<file path="src/common/smc_pkg.sv">
package smc_pkg;
  // ------------------------------------------------------------
  // Register map
  // ------------------------------------------------------------
  localparam logic [7:0] CTRL_ADDR = 8'hc1;     // spi_master_control
  localparam logic [7:0] CONFIG_ADDR = 8'hc2;   // spi_configuration
  localparam logic [7:0] CTRL_RESET = 8'h01;
  localparam logic [7:0] CONFIG_RESET = 8'h00;
  // ------------------------------------------------------------
  // Field positions
  // ------------------------------------------------------------
  localparam int DIV_LSB = 5;
  localparam int SEL_LSB = 3;
  localparam int PHASE_BIT = 2;
  localparam int POL_BIT = 1;
  localparam int MASTER_BIT = 0;
  localparam int SLOW_BIT = 3;
  localparam int SLOW_FACTOR = 4;
  localparam int DATA_W = 8;
  localparam int FIFO_DEPTH = 8;
  localparam int BIT_CNT_W = 3;
  typedef enum logic [2:0] {
    SMC_IDLE = 3'b001,
    SMC_LEAD = 3'b010,
    SMC_TRAIL = 3'b100
  } smc_state_e;
endpackage

</file>
<file path="src/common/smc_stream_if.sv">
`timescale 1ns/1ps
interface smc_stream_if #(parameter int W = 8);
  logic valid;
  logic ready;
  logic [W-1:0] data;
  modport src (output valid, output data, input ready);
  modport snk (input valid, input data, output ready);
endinterface

</file>
<file path="src/hdl/smc_master_ctrl.sv">
`timescale 1ns/1ps
module smc_master_ctrl (
  input wire logic i_core_clk,
  input wire logic i_rstn,
  input wire logic [7:0] i_sfr_addr,
  input wire logic i_sfr_wr,
  input wire logic i_sfr_rd,
  input wire logic [7:0] i_sfr_wdata,
  output logic [7:0] o_sfr_rdata,
  input wire logic i_serial_port_enable,
  input wire logic i_select_lines_enable,
  input wire logic i_tx_valid,
  input wire logic [7:0] i_tx_data,
  output logic o_tx_ready,
  output logic o_rx_valid,
  output logic [7:0] o_rx_data,
  output logic o_busy,
  output logic o_sclk,
  output logic o_sclk_oe_n,
  output logic o_mosi,
  output logic o_mosi_oe_n,
  input wire logic i_miso,
  input wire logic i_sclk,
  input wire logic i_ss_n,
  output logic o_miso,
  output logic o_miso_oe_n,
  output logic [3:0] o_select_n
);
  // ------------------------------------------------------------
  // Registers
  // ------------------------------------------------------------
  logic [7:0] ctrl_q, ctrl_d, cfg_q, cfg_d;
  logic [7:0] rdata_q, rdata_d;
  logic [2:0] div_code;
  logic [1:0] sel_code;
  logic phase, pol, master, slow, active;

  assign div_code = ctrl_q[smc_pkg::DIV_LSB +: 3];
  assign sel_code = ctrl_q[smc_pkg::SEL_LSB +: 2];
  assign phase = ctrl_q[smc_pkg::PHASE_BIT];
  assign pol = ctrl_q[smc_pkg::POL_BIT];
  assign master = ctrl_q[smc_pkg::MASTER_BIT];
  assign slow = cfg_q[smc_pkg::SLOW_BIT];
  assign active = i_serial_port_enable;

  // Register writes only while the port is enabled; a read while it is off returns zero
  always_comb begin
    ctrl_d = ctrl_q;
    cfg_d = cfg_q;
    rdata_d = rdata_q;
    if (active && i_sfr_wr && i_sfr_addr == smc_pkg::CTRL_ADDR) begin
      ctrl_d = i_sfr_wdata;
    end
    if (active && i_sfr_wr && i_sfr_addr == smc_pkg::CONFIG_ADDR) begin
      cfg_d = {4'h0, i_sfr_wdata[smc_pkg::SLOW_BIT], 3'h0};
    end
    if (i_sfr_rd) begin
      if (!active) begin
        rdata_d = 8'h00;
      end else if (i_sfr_addr == smc_pkg::CTRL_ADDR) begin
        rdata_d = ctrl_q;
      end else if (i_sfr_addr == smc_pkg::CONFIG_ADDR) begin
        rdata_d = cfg_q;
      end else begin
        rdata_d = 8'h00;
      end
    end
  end

  always_ff @(posedge i_core_clk or negedge i_rstn) begin
    if (!i_rstn) begin
      ctrl_q <= smc_pkg::CTRL_RESET;
      cfg_q <= smc_pkg::CONFIG_RESET;
      rdata_q <= 8'h00;
    end else begin
      ctrl_q <= ctrl_d;
      cfg_q <= cfg_d;
      rdata_q <= rdata_d;
    end
  end
  assign o_sfr_rdata = rdata_q;

  // ------------------------------------------------------------
  // Transmit buffer
  // ------------------------------------------------------------
  smc_stream_if #(.W(smc_pkg::DATA_W)) tx_in ();
  smc_stream_if #(.W(smc_pkg::DATA_W)) tx_out ();
  assign tx_in.valid = i_tx_valid && active;
  assign tx_in.data = i_tx_data;
  assign o_tx_ready = tx_in.ready && active;

  smc_fifo #(.WIDTH(smc_pkg::DATA_W), .DEPTH(smc_pkg::FIFO_DEPTH)) u_tx_fifo (
    .i_core_clk(i_core_clk),
    .i_rstn(i_rstn),
    .s_in(tx_in),
    .s_out(tx_out)
  );

  // ------------------------------------------------------------
  // Pin synchronisers (slave role)
  // ------------------------------------------------------------
  logic [2:0] sync1_q, sync2_q, sync_last_q;
  always_ff @(posedge i_core_clk or negedge i_rstn) begin
    if (!i_rstn) begin
      sync1_q <= 3'b110;
      sync2_q <= 3'b110;
      sync_last_q <= 3'b110;
    end else begin
      sync1_q <= {i_ss_n, i_sclk, i_miso};
      sync2_q <= sync1_q;
      sync_last_q <= sync2_q;
    end
  end
  logic s_ss_n, s_sclk, s_miso, s_sclk_prev, s_rise, s_fall;
  assign s_miso = sync2_q[0];
  assign s_sclk = sync2_q[1];
  assign s_ss_n = sync2_q[2];
  assign s_sclk_prev = sync_last_q[1];
  assign s_rise = s_sclk && !s_sclk_prev;
  assign s_fall = !s_sclk && s_sclk_prev;

  // ------------------------------------------------------------
  // Master clock divider and shifter
  // ------------------------------------------------------------
  // Half period in core clocks: 2^code, times four in slow mode
  logic [9:0] half_len;
  always_comb begin
    half_len = 10'(10'h001 << div_code);
    if (slow) begin
      half_len = 10'(half_len * 10'(smc_pkg::SLOW_FACTOR));
    end
  end

  smc_pkg::smc_state_e st_q, st_d;
  logic [9:0] cnt_q, cnt_d;
  logic [2:0] bit_q, bit_d;
  logic [7:0] sh_q, sh_d, rx_q, rx_d;
  logic sck_q, sck_d, rxv_q, rxv_d, mosi_q, mosi_d;
  logic [1:0] sel_lat_q, sel_lat_d;
  logic lead_edge_out;

  // Phase 0 moves data on rising edges, phase 1 on falling edges;
  // polarity decides whether the first edge of a frame is the rising one
  assign lead_edge_out = (phase == pol);
  // The cycle after a frame keeps the select low, so no byte starts then
  assign tx_out.ready = master && active && (st_q == smc_pkg::SMC_IDLE) && !rxv_q;

  always_comb begin
    st_d = st_q;
    cnt_d = cnt_q;
    bit_d = bit_q;
    sh_d = sh_q;
    rx_d = rx_q;
    sck_d = sck_q;
    rxv_d = 1'b0;
    mosi_d = mosi_q;
    sel_lat_d = sel_lat_q;
    case (st_q)
      smc_pkg::SMC_IDLE: begin
        sck_d = pol;
        cnt_d = 10'h001;
        bit_d = 3'h0;
        if (!master || !active) begin
          mosi_d = 1'b0;
        end else if (tx_out.valid && !rxv_q) begin
          // Output-on-first-edge modes put bit 7 out at that edge instead
          if (lead_edge_out) begin
            sh_d = tx_out.data;
          end else begin
            sh_d = {tx_out.data[6:0], 1'b0};
            mosi_d = tx_out.data[7];
          end
          sel_lat_d = sel_code;
          st_d = smc_pkg::SMC_LEAD;
        end
      end
      smc_pkg::SMC_LEAD: begin
        if (cnt_q >= half_len) begin
          cnt_d = 10'h001;
          sck_d = !sck_q;
          // Modes with phase unequal to polarity sample on this edge; equal phase and polarity shift on it
          if (!lead_edge_out) begin
            rx_d = {rx_q[6:0], i_miso};
          end else begin
            mosi_d = sh_q[7];
            sh_d = {sh_q[6:0], 1'b0};
          end
          st_d = smc_pkg::SMC_TRAIL;
        end else begin
          cnt_d = cnt_q + 10'h001;
        end
      end
      smc_pkg::SMC_TRAIL: begin
        if (cnt_q >= half_len) begin
          cnt_d = 10'h001;
          sck_d = !sck_q;
          if (lead_edge_out) begin
            rx_d = {rx_q[6:0], i_miso};
          end else if (bit_q != 3'h7) begin
            mosi_d = sh_q[7];
            sh_d = {sh_q[6:0], 1'b0};
          end
          bit_d = bit_q + 3'h1;
          if (bit_q == 3'h7) begin
            rxv_d = 1'b1;
            st_d = smc_pkg::SMC_IDLE;
          end else begin
            st_d = smc_pkg::SMC_LEAD;
          end
        end else begin
          cnt_d = cnt_q + 10'h001;
        end
      end
      default: st_d = smc_pkg::SMC_IDLE;
    endcase
    // Slave role: shift from the external master's clock
    if (!master && active && !s_ss_n) begin
      if (phase ? s_rise : s_fall) begin
        rx_d = {rx_q[6:0], s_miso};
      end
    end
  end

  always_ff @(posedge i_core_clk or negedge i_rstn) begin
    if (!i_rstn) begin
      st_q <= smc_pkg::SMC_IDLE;
      cnt_q <= 10'h001;
      bit_q <= 3'h0;
      sh_q <= 8'h00;
      rx_q <= 8'h00;
      sck_q <= 1'b0;
      rxv_q <= 1'b0;
      mosi_q <= 1'b0;
      sel_lat_q <= 2'h0;
    end else begin
      st_q <= st_d;
      cnt_q <= cnt_d;
      bit_q <= bit_d;
      sh_q <= sh_d;
      rx_q <= rx_d;
      sck_q <= sck_d;
      rxv_q <= rxv_d;
      mosi_q <= mosi_d;
      sel_lat_q <= sel_lat_d;
    end
  end

  // ------------------------------------------------------------
  // Pins and select lines
  // ------------------------------------------------------------
  assign o_busy = (st_q != smc_pkg::SMC_IDLE);
  assign o_rx_valid = rxv_q;
  assign o_rx_data = rx_q;
  assign o_sclk = sck_q;
  assign o_mosi = mosi_q;
  assign o_sclk_oe_n = !(master && active);
  assign o_mosi_oe_n = !(master && active);
  assign o_miso = sh_q[7];
  assign o_miso_oe_n = !(!master && active && !s_ss_n);

  // One-hot low select during a master transfer; 1-3 need the enable
  genvar g;
  generate
    for (g = 0; g < 4; g++) begin : g_sel
      logic chosen;
      // Held one cycle past the last edge so the slave sees it inside the frame
      assign chosen = (o_busy || rxv_q) && master && (sel_lat_q == 2'(g));
      if (g == 0) begin : g_zero
        assign o_select_n[g] = !chosen;
      end else begin : g_other
        assign o_select_n[g] = !(chosen && i_select_lines_enable);
      end
    end
  endgenerate
endmodule // smc_master_ctrl

</file>
<file path="src/hdl/smc_fifo.sv">
`timescale 1ns/1ps
module smc_fifo #(
  parameter int WIDTH = 8,
  parameter int DEPTH = 8
) (
  input wire logic i_core_clk,
  input wire logic i_rstn,
  smc_stream_if.snk s_in,
  smc_stream_if.src s_out
);
  localparam int AW = $clog2(DEPTH);
  logic [WIDTH-1:0] mem_q [DEPTH];
  logic [AW-1:0] wr_q, wr_d, rd_q, rd_d;
  logic [AW:0] cnt_q, cnt_d;
  logic push, pop;

  // ------------------------------------------------------------
  // Pointers and fill count
  // ------------------------------------------------------------
  // Full only when the count reaches the depth; an empty FIFO must accept
  assign s_in.ready = (cnt_q < (AW+1)'(DEPTH));
  assign s_out.valid = (cnt_q != '0);
  assign s_out.data = mem_q[rd_q];
  assign push = s_in.valid && s_in.ready;
  assign pop = s_out.valid && s_out.ready;

  always_comb begin
    wr_d = push ? wr_q + 1'b1 : wr_q;
    rd_d = pop ? rd_q + 1'b1 : rd_q;
    cnt_d = cnt_q + (AW+1)'(push) - (AW+1)'(pop);
  end

  always_ff @(posedge i_core_clk or negedge i_rstn) begin
    if (!i_rstn) begin
      wr_q <= '0;
      rd_q <= '0;
      cnt_q <= '0;
    end else begin
      wr_q <= wr_d;
      rd_q <= rd_d;
      cnt_q <= cnt_d;
    end
  end

  // Storage has no reset; empty flag guards stale words
  always_ff @(posedge i_core_clk) begin
    if (push) begin
      mem_q[wr_q] <= s_in.data;
    end
  end
endmodule // smc_fifo

</file>
<file path="config.mk">
export PLATFORM = sky130hd
export DESIGN_NAME = smc_master_ctrl
export DESIGN_NICKNAME = d
export VERILOG_FILES = /design/src/common/smc_pkg.sv /design/src/common/smc_stream_if.sv /design/src/hdl/smc_master_ctrl.sv /design/src/hdl/smc_fifo.sv
export SDC_FILE = /design/constraint.sdc
export NUM_CORES = 1
export LEC_CHECK = 0
export ABC_AREA = 0
export BUFFER_PORTS_ARGS = -buffer_cell sky130_fd_sc_hd__buf_2
export CAP_MARGIN = 30
export CELL_PAD_IN_SITES_DETAIL_PLACEMENT = 1
export CELL_PAD_IN_SITES_GLOBAL_PLACEMENT = 1
export CORE_ASPECT_RATIO = 1.75
export CORE_MARGIN = 2
export CORE_UTILIZATION = 30
export CTS_BUF_LIST = sky130_fd_sc_hd__clkbuf_4 sky130_fd_sc_hd__clkbuf_8
export CTS_CLUSTER_SIZE = 14
export DETAILED_ROUTE_END_ITERATION = 7
export PLACE_DENSITY = 0.64
export RECOVER_POWER = 50
export REMOVE_ABC_BUFFERS = 1
export SYNTH_ARGS = -nofsm -noshare
export SYNTH_HDL_FRONTEND = slang
export SYNTH_HIERARCHICAL = 1
export SYNTH_SLANG_ARGS = --single-unit
export TNS_END_PERCENT = 5
</file>
<file path="constraint.sdc">
create_clock -name i_core_clk -period 6.45 [get_ports i_core_clk]
set_clock_uncertainty 0.05 [all_clocks]
set_input_delay 0.9675 -clock i_core_clk [delete_from_list [all_inputs] [get_ports i_core_clk]]
set_output_delay 0.9675 -clock i_core_clk [all_outputs]
set_load 0.005 [all_outputs]
</file>
==> reports/qor.yml, run 1 <==
run_status:
  status: "complete, but fails checks"
  violations: "capacitance limit, slew limit"
die:
  ios: 63
  start_util: 0.3051
  fp-row-count: 70
  core_area_um2: 20930
  dieArea_um2: 22520
  die_h_um: 197.0
  die_w_um: 114.3
power_and_ir_drop:
  ir_worst_vdd_uv: 160.2
  cellPowerDensity_nw_per_um2: 293.6
  p_leak_nw: 2.982
yosys:
  synth_largest_area_cell: "edfxtp_1"
  synth_edf_count: 64
  synth_ff_type: "edfxtp_1"
  synth_top_family_by_area: "multiplexers"
  async_flop_share: 0.5259
  synth.avg_cell_area_um2: 13.74
  synthSimpleGateAreaFrac: 0.1218
  ys_seq_area_frac: 0.5806
  synthMuxAreaShare: 0.1459
  syn_area_um2: 6387
  synth-seq-cells: 135
  synthAdderAreaFrac: 0.04231
  synthCells: 465
  yosys_warnings: 6
  synthDistinctLibCells: 62
  synth_compound_area_frac: 0.06562
  synth_top_area_share: 0.3009
  synth_xor_area_frac: 0.01352
  synth.area.top_cells: "edfxtp_1 (30%), dfrtp_1 (25%), mux4_1 (6.6%)"
routing:
  routed_wl_um: 14620
  route.vias.total: 3922
  wl_per_cell_um: 18.41
  drc: 0
  antenna_left: 0
  viasPerCell: 4.940
  drtIter0Drc: 125
  first_pass_iters: 4
clocking:
  cts.repair.resized: 0
  postCtsSetupRepairBufs: 0
  cts-root-buf: "clkbuf_8"
  clock_path_buffers: 2
  clkLatencyLatePin_ps: 450
  clk_pin_slew_ps: 80
  cts_max_level: 4
  numCtsBuffers: 17
  cts_tree: "built"
  ctsHoldBuffers: 0
  clkSinkCount: 135
critical_path:
  critPathArrivalTime_ps: 3900
  critPathKind: "in -> async"
  cp.required_ps: 6120
  path_buf_inv: 2
  path_max_fanout: 65
  worst_path_max_delay_cell: "clkbuf_1"
  worst_path_most_repeated_cell: "clkbuf_1"
  start_kind: "input port"
  crit_chain: "clkbuf_1, clkbuf_1"
  crit_family: "buffers and inverters"
  worst_setup_path_end_kind: "async pin"
  cpPeakStageDelay_ps: 2580
place:
  post-place-ws_ps: 3329
  hpwl_um: 10910
  dp.cells: 762
  io_buffer_count: 62
  gp_congestion: 0.7731
final_layout:
  final_layout_size_suffix_gt1_frac: 0.2601
  areaGrowthSynthToFinish_pct: 13.97
  ff_latch_area_um2: 3709
  num-fill-cells: 2239
  n_antenna_cell: 0
  stdcell_count: 794
  final_nets: 584
  multi_input_area_um2: 2486
hold_path:
  hold_class: "reg -> reg"
grt:
  grt_overflow_total: 0
  grt_pass1_vias: 4438
  grt_util_all_layers: 0.1390
  grt_pass1_wl_um: 23810
  grt_max_degree: 66
  antenna_found_initial: 0
sta:
  setup_viol: 0
  fmax_mhz: 236.7
  period_share: 0.6550
  setup_ws_ps: 2225
  relSlewSlack: -1.418
  drv_slew: 66
  final.setup.tns_ps: 0
  tightest_slew_ps: 3627
  fin_crit_ps: 4225
  timing_hold_violations_final: 0
  rsz0062_at_grt: "no"
run:
  drv_cap: 1
[state kept, by name, indices dropped and copies added, names as in the netlist, 4 cells and up]
signal           flops
o_sfr_rdata          8
u_tx_fifo/mem_q     64
cnt_q               10
ctrl_q               8
sh_q                 8
u_tx_fifo/cnt_q      4
o_rx_data            8
[worst paths after layout]
path                             from           endpoint  slack (ps)  depth (start not counted)
max reg2reg                 ctrl_q[6]       o_rx_data[3]        3330                          9
min in group asynchronous      i_rstn       o_rx_data[7]         330                          1
min                        sync1_q[0]         sync2_q[0]         300                          0
min reg2reg                sync1_q[0]         sync2_q[0]         300                          0
max                            i_rstn  u_tx_fifo/wr_q[2]        2230                          2
max in group i_core_clk       st_q[0]      o_select_n[2]        2900                          5
[kinds of logic after synthesis]
logic type                 Yosys count
and+or+nand+nor                    143
DFF                                135
AOI/OAI and AO/OA                   60
muxes                               60
buffers and inverters               37
adders and majority gates           21
xor gates and xnor gates             9
[cell usage after synthesis (all sizes together) (8+ instances only)]
library cell	number
nor2	23
nand3	18
inv	17
buf	11
dfstp	8
a21oi	11
o21ai	23
dfrtp	63
mux2	36
edfxtp	64
ha	20
mux2i	8
mux4	16
clkbuf	9
nand2	42
[power by group]
part           leakage, nW  switching (W)  internal [W]
sequential            1.50      0.0000851       0.00100
clock                0.191       0.000351      0.000357
combinational         1.29       0.000155      0.000191
total                 2.98       0.000591       0.00155
[cell usage in the layout (no fill, tap or decap), types with 6 or more instances in the layout]
cell	count
nand2b_1	7
nand2_1	40
mux2_4	7
nor2_1	22
nand3_1	16
buf_2	52
dfrtp_1	63
mux2_2	26
ha_1	20
nor2b_1	6
o21ai_0	21
mux4_1	16
edfxtp_1	64
a21oi_1	9
clkbuf_1	13
and3_1	7
inv_1	17
mux2i_1	8
dfstp_2	7
clkbuf_8	17
[per-stage QoR]
step	utilization	hold slack, ps	power (W)	area (µm²)
floorplan	-	281.2	0.001315	6259
global placement	0.3293	288.8	0.001431	6894
detailed placement	0.3298	286.4	0.001460	6904
CTS	0.3488	227.3	0.002177	7301
global route	0.3478	308.9	0.002251	7279
finish	0.3478	301.2	0.002138	7279
[final cells by class]
cell class / count / share of cell area
clock inverters: 13 / 0.02028
multi-input cells: 293 / 0.3415
clock buffers: 19 / 0.03420
repair buffers: 65 / 0.04245
well taps: 252 / 0.04331
flip-flops and latches: 135 / 0.5095
inverters: 17 / 0.008766
[per-layer routing]
layer  part of all wire  GRT usage  wire length, µm
met1               0.36     0.1392             5189
met2               0.61     0.2749             8877
met3              0.018    0.02792              264
met4              0.019    0.05104              285
met5                  0          0                0
(Power assumes the default switching activity.)
==> run 2, diff against run 1 <==
==> constraint.sdc (replaced) <==
create_clock -name i_core_clk -period 3.9 [get_ports i_core_clk]
set_clock_uncertainty 0.05 [all_clocks]
set_input_delay 0.585 -clock i_core_clk [delete_from_list [all_inputs] [get_ports i_core_clk]]
set_output_delay 0.585 -clock i_core_clk [all_outputs]
set_load 0.005 [all_outputs]
==> run 2 against run 1 <==
  * The run still ends with capacitance limit, slew limit left
  * Cell area up 0.79%
  * Clock-buffer cell count fell by 2
  * Setup slack got worse by 1500 ps
  * First-iteration DRC count rose by 3.2%
  * Sequential power is 66% higher
  * Combinational power up 68%
  * Utilization rose by 0.27 points
  * Hold slack worse by 110 ps
  * Via count rose by 3.0%
  * Critical path depth increased by 3
  * Sequential share of layout area down 0.40 points
  * Largest cell class unchanged
  * Highest routed layer unchanged
==> reports/qor.yml, run 2 (synthesized netlist as in run 1, its figures left out) <==
clocking:
  clkLatencyLatePin_ps: 450
  clk_pin_slew_ps: 90
  cts.repair.resized: 0
  cts-root-buf: "clkbuf_8"
  numCtsBuffers: 17
  cts_max_level: 4
  cts_tree: "built"
  clock_path_buffers: 2
  clkSinkCount: 135
place:
  post-place-ws_ps: 838.9
  hpwl_um: 10620
  io_buffer_count: 62
  gp_congestion: 0.7709
die:
  fp-row-count: 70
  die_h_um: 197.0
  ios: 63
  start_util: 0.3051
  die_w_um: 114.3
  dieArea_um2: 22520
  core_area_um2: 20930
hold_path:
  hold_depth: 1
  min_from: "i_ss_n"
  min_to: "sync1_q[2]"
  hold_class: "in -> reg"
sta:
  fin_crit_ps: 3218
  relSlewSlack: -0.1830
  timing_hold_violations_final: 0
  setup_ws_ps: 682.5
  fmax_mhz: 310.8
  final.setup.tns_ps: 0
  period_share: 0.8250
  drv_slew: 71
  setup_viol: 0
  tightest_slew_ps: 1775
  whs_ps: 190.8
  rsz0062_at_grt: "no"
final_layout:
  largest_reg_flops: 64
  areaGrowthSynthToFinish_pct: 14.87
  final_common_cell: "edfxtp_1"
  final_util: 0.3505
  regMostFlops: "u_tx_fifo/mem_q"
  reg_top3: "u_tx_fifo/mem_q: 64 flops, cnt_q: 10 flops"
  final_nets: 592
  n_antenna_cell: 0
  final_layout_size_suffix_gt1_frac: 0.2709
  final_cell_mix: "edfxtp_1 (64), dfrtp_1 (63), buf_2 (50)"
routing:
  antenna_left: 0
  viasPerCell: 5.035
  drtIter0Drc: 129
  routed_wl_um: 14900
  drc: 0
  route.vias.total: 4038
  first_pass_iters: 4
  wl_per_cell_um: 18.58
critical_path:
  r2r_start: "st_q[0]"
  start_kind: "flip-flop"
  startpoint: "st_q[0]"
  worstRegToRegCells: 11
  rrSetupSlack_ps: 800
  path_max_fanout: 11
  worst_setup_path_end_kind: "primary output"
  cp.required_ps: 3260
  reg2reg_to: "u_tx_fifo/cnt_q[3]"
  critPathKind: "reg -> out"
  critPathArrivalTime_ps: 2580
grt:
  grt_pass1_vias: 4517
  grt_pass1_wl_um: 23770
  grt_overflow_total: 0
  grt_max_degree: 72
  grt_util_all_layers: 0.1388
  antenna_found_initial: 0
power_and_ir_drop:
  cellPowerDensity_nw_per_um2: 474.7
  p_leak_nw: 3.014
  p_total_w: 0.003483
  ir_worst_vdd_uv: 263.5
run_status:
  status: "complete, but fails checks"
  violations: "capacitance limit, slew limit"
run:
  drv_cap: 1
run 2: worst max-delay path: stages, from the launching register on:
cell and delay [ps]:
dfstp_2 650, or3b_1 560, or2_2 400, and3_1 230, nand3_1 150, buf_2 140
run 2: metal layers:
layer | vias up | global-route usage | routed length [µm]
met1 | 2094 | 0.1396 | 5407
met3 | 18 | 0.02976 | 365
li1 | 1872 | - | -
met5 | - | 0 | 0
met4 | 0 | 0.05962 | 415
met2 | 54 | 0.2683 | 8710
run 2: worst max-delay path by stage:
stage	slack, ps	end
6_report	680	o_select_n[3]
4_1_cts	630	o_select_n[3]
5_1_grt	590	o_select_n[3]
3_5_place_dp	840	u_tx_fifo/cnt_q[3]
2_1_floorplan	1190	u_tx_fifo/cnt_q[3]
3_3_place_gp	940	u_tx_fifo/cnt_q[3]
run 2: repair_timing:
action                    4_1_cts  5_1_grt
hold endpoints to repair        0        1
hold buffers                    0        1
buffers inserted                0        0
run 2: layout make-up:
cell class,instances,area [µm²]
clock buffer,17,234.0
fill,2213,13600
tap,252,315.3
sequential,135,3709
timing repair buffer,73,377.9
inverter,17,63.81
multi-input combinational,293,2496
clock inverter,15,141.4
run 2: power by group:
| part | switching (W) | internal, W | total [W] |
|---|---|---|---|
| registers | 0.000140 | 0.00165 | 0.00179 |
| clock network | 0.000592 | 0.000515 | 0.00111 |
| logic | 0.000257 | 0.000326 | 0.000583 |
run 2: through the flow:
| stage | instances | instance area (µm²) |
|---|---|---|
| 2_1_floorplan | 445 | 6259 |
| 3_3_place_gp | 768 | 6964 |
| 3_5_place_dp | 768 | 6964 |
| 4_1_cts | 800 | 7340 |
| 5_1_grt | 802 | 7337 |
| 6_report | 802 | 7337 |
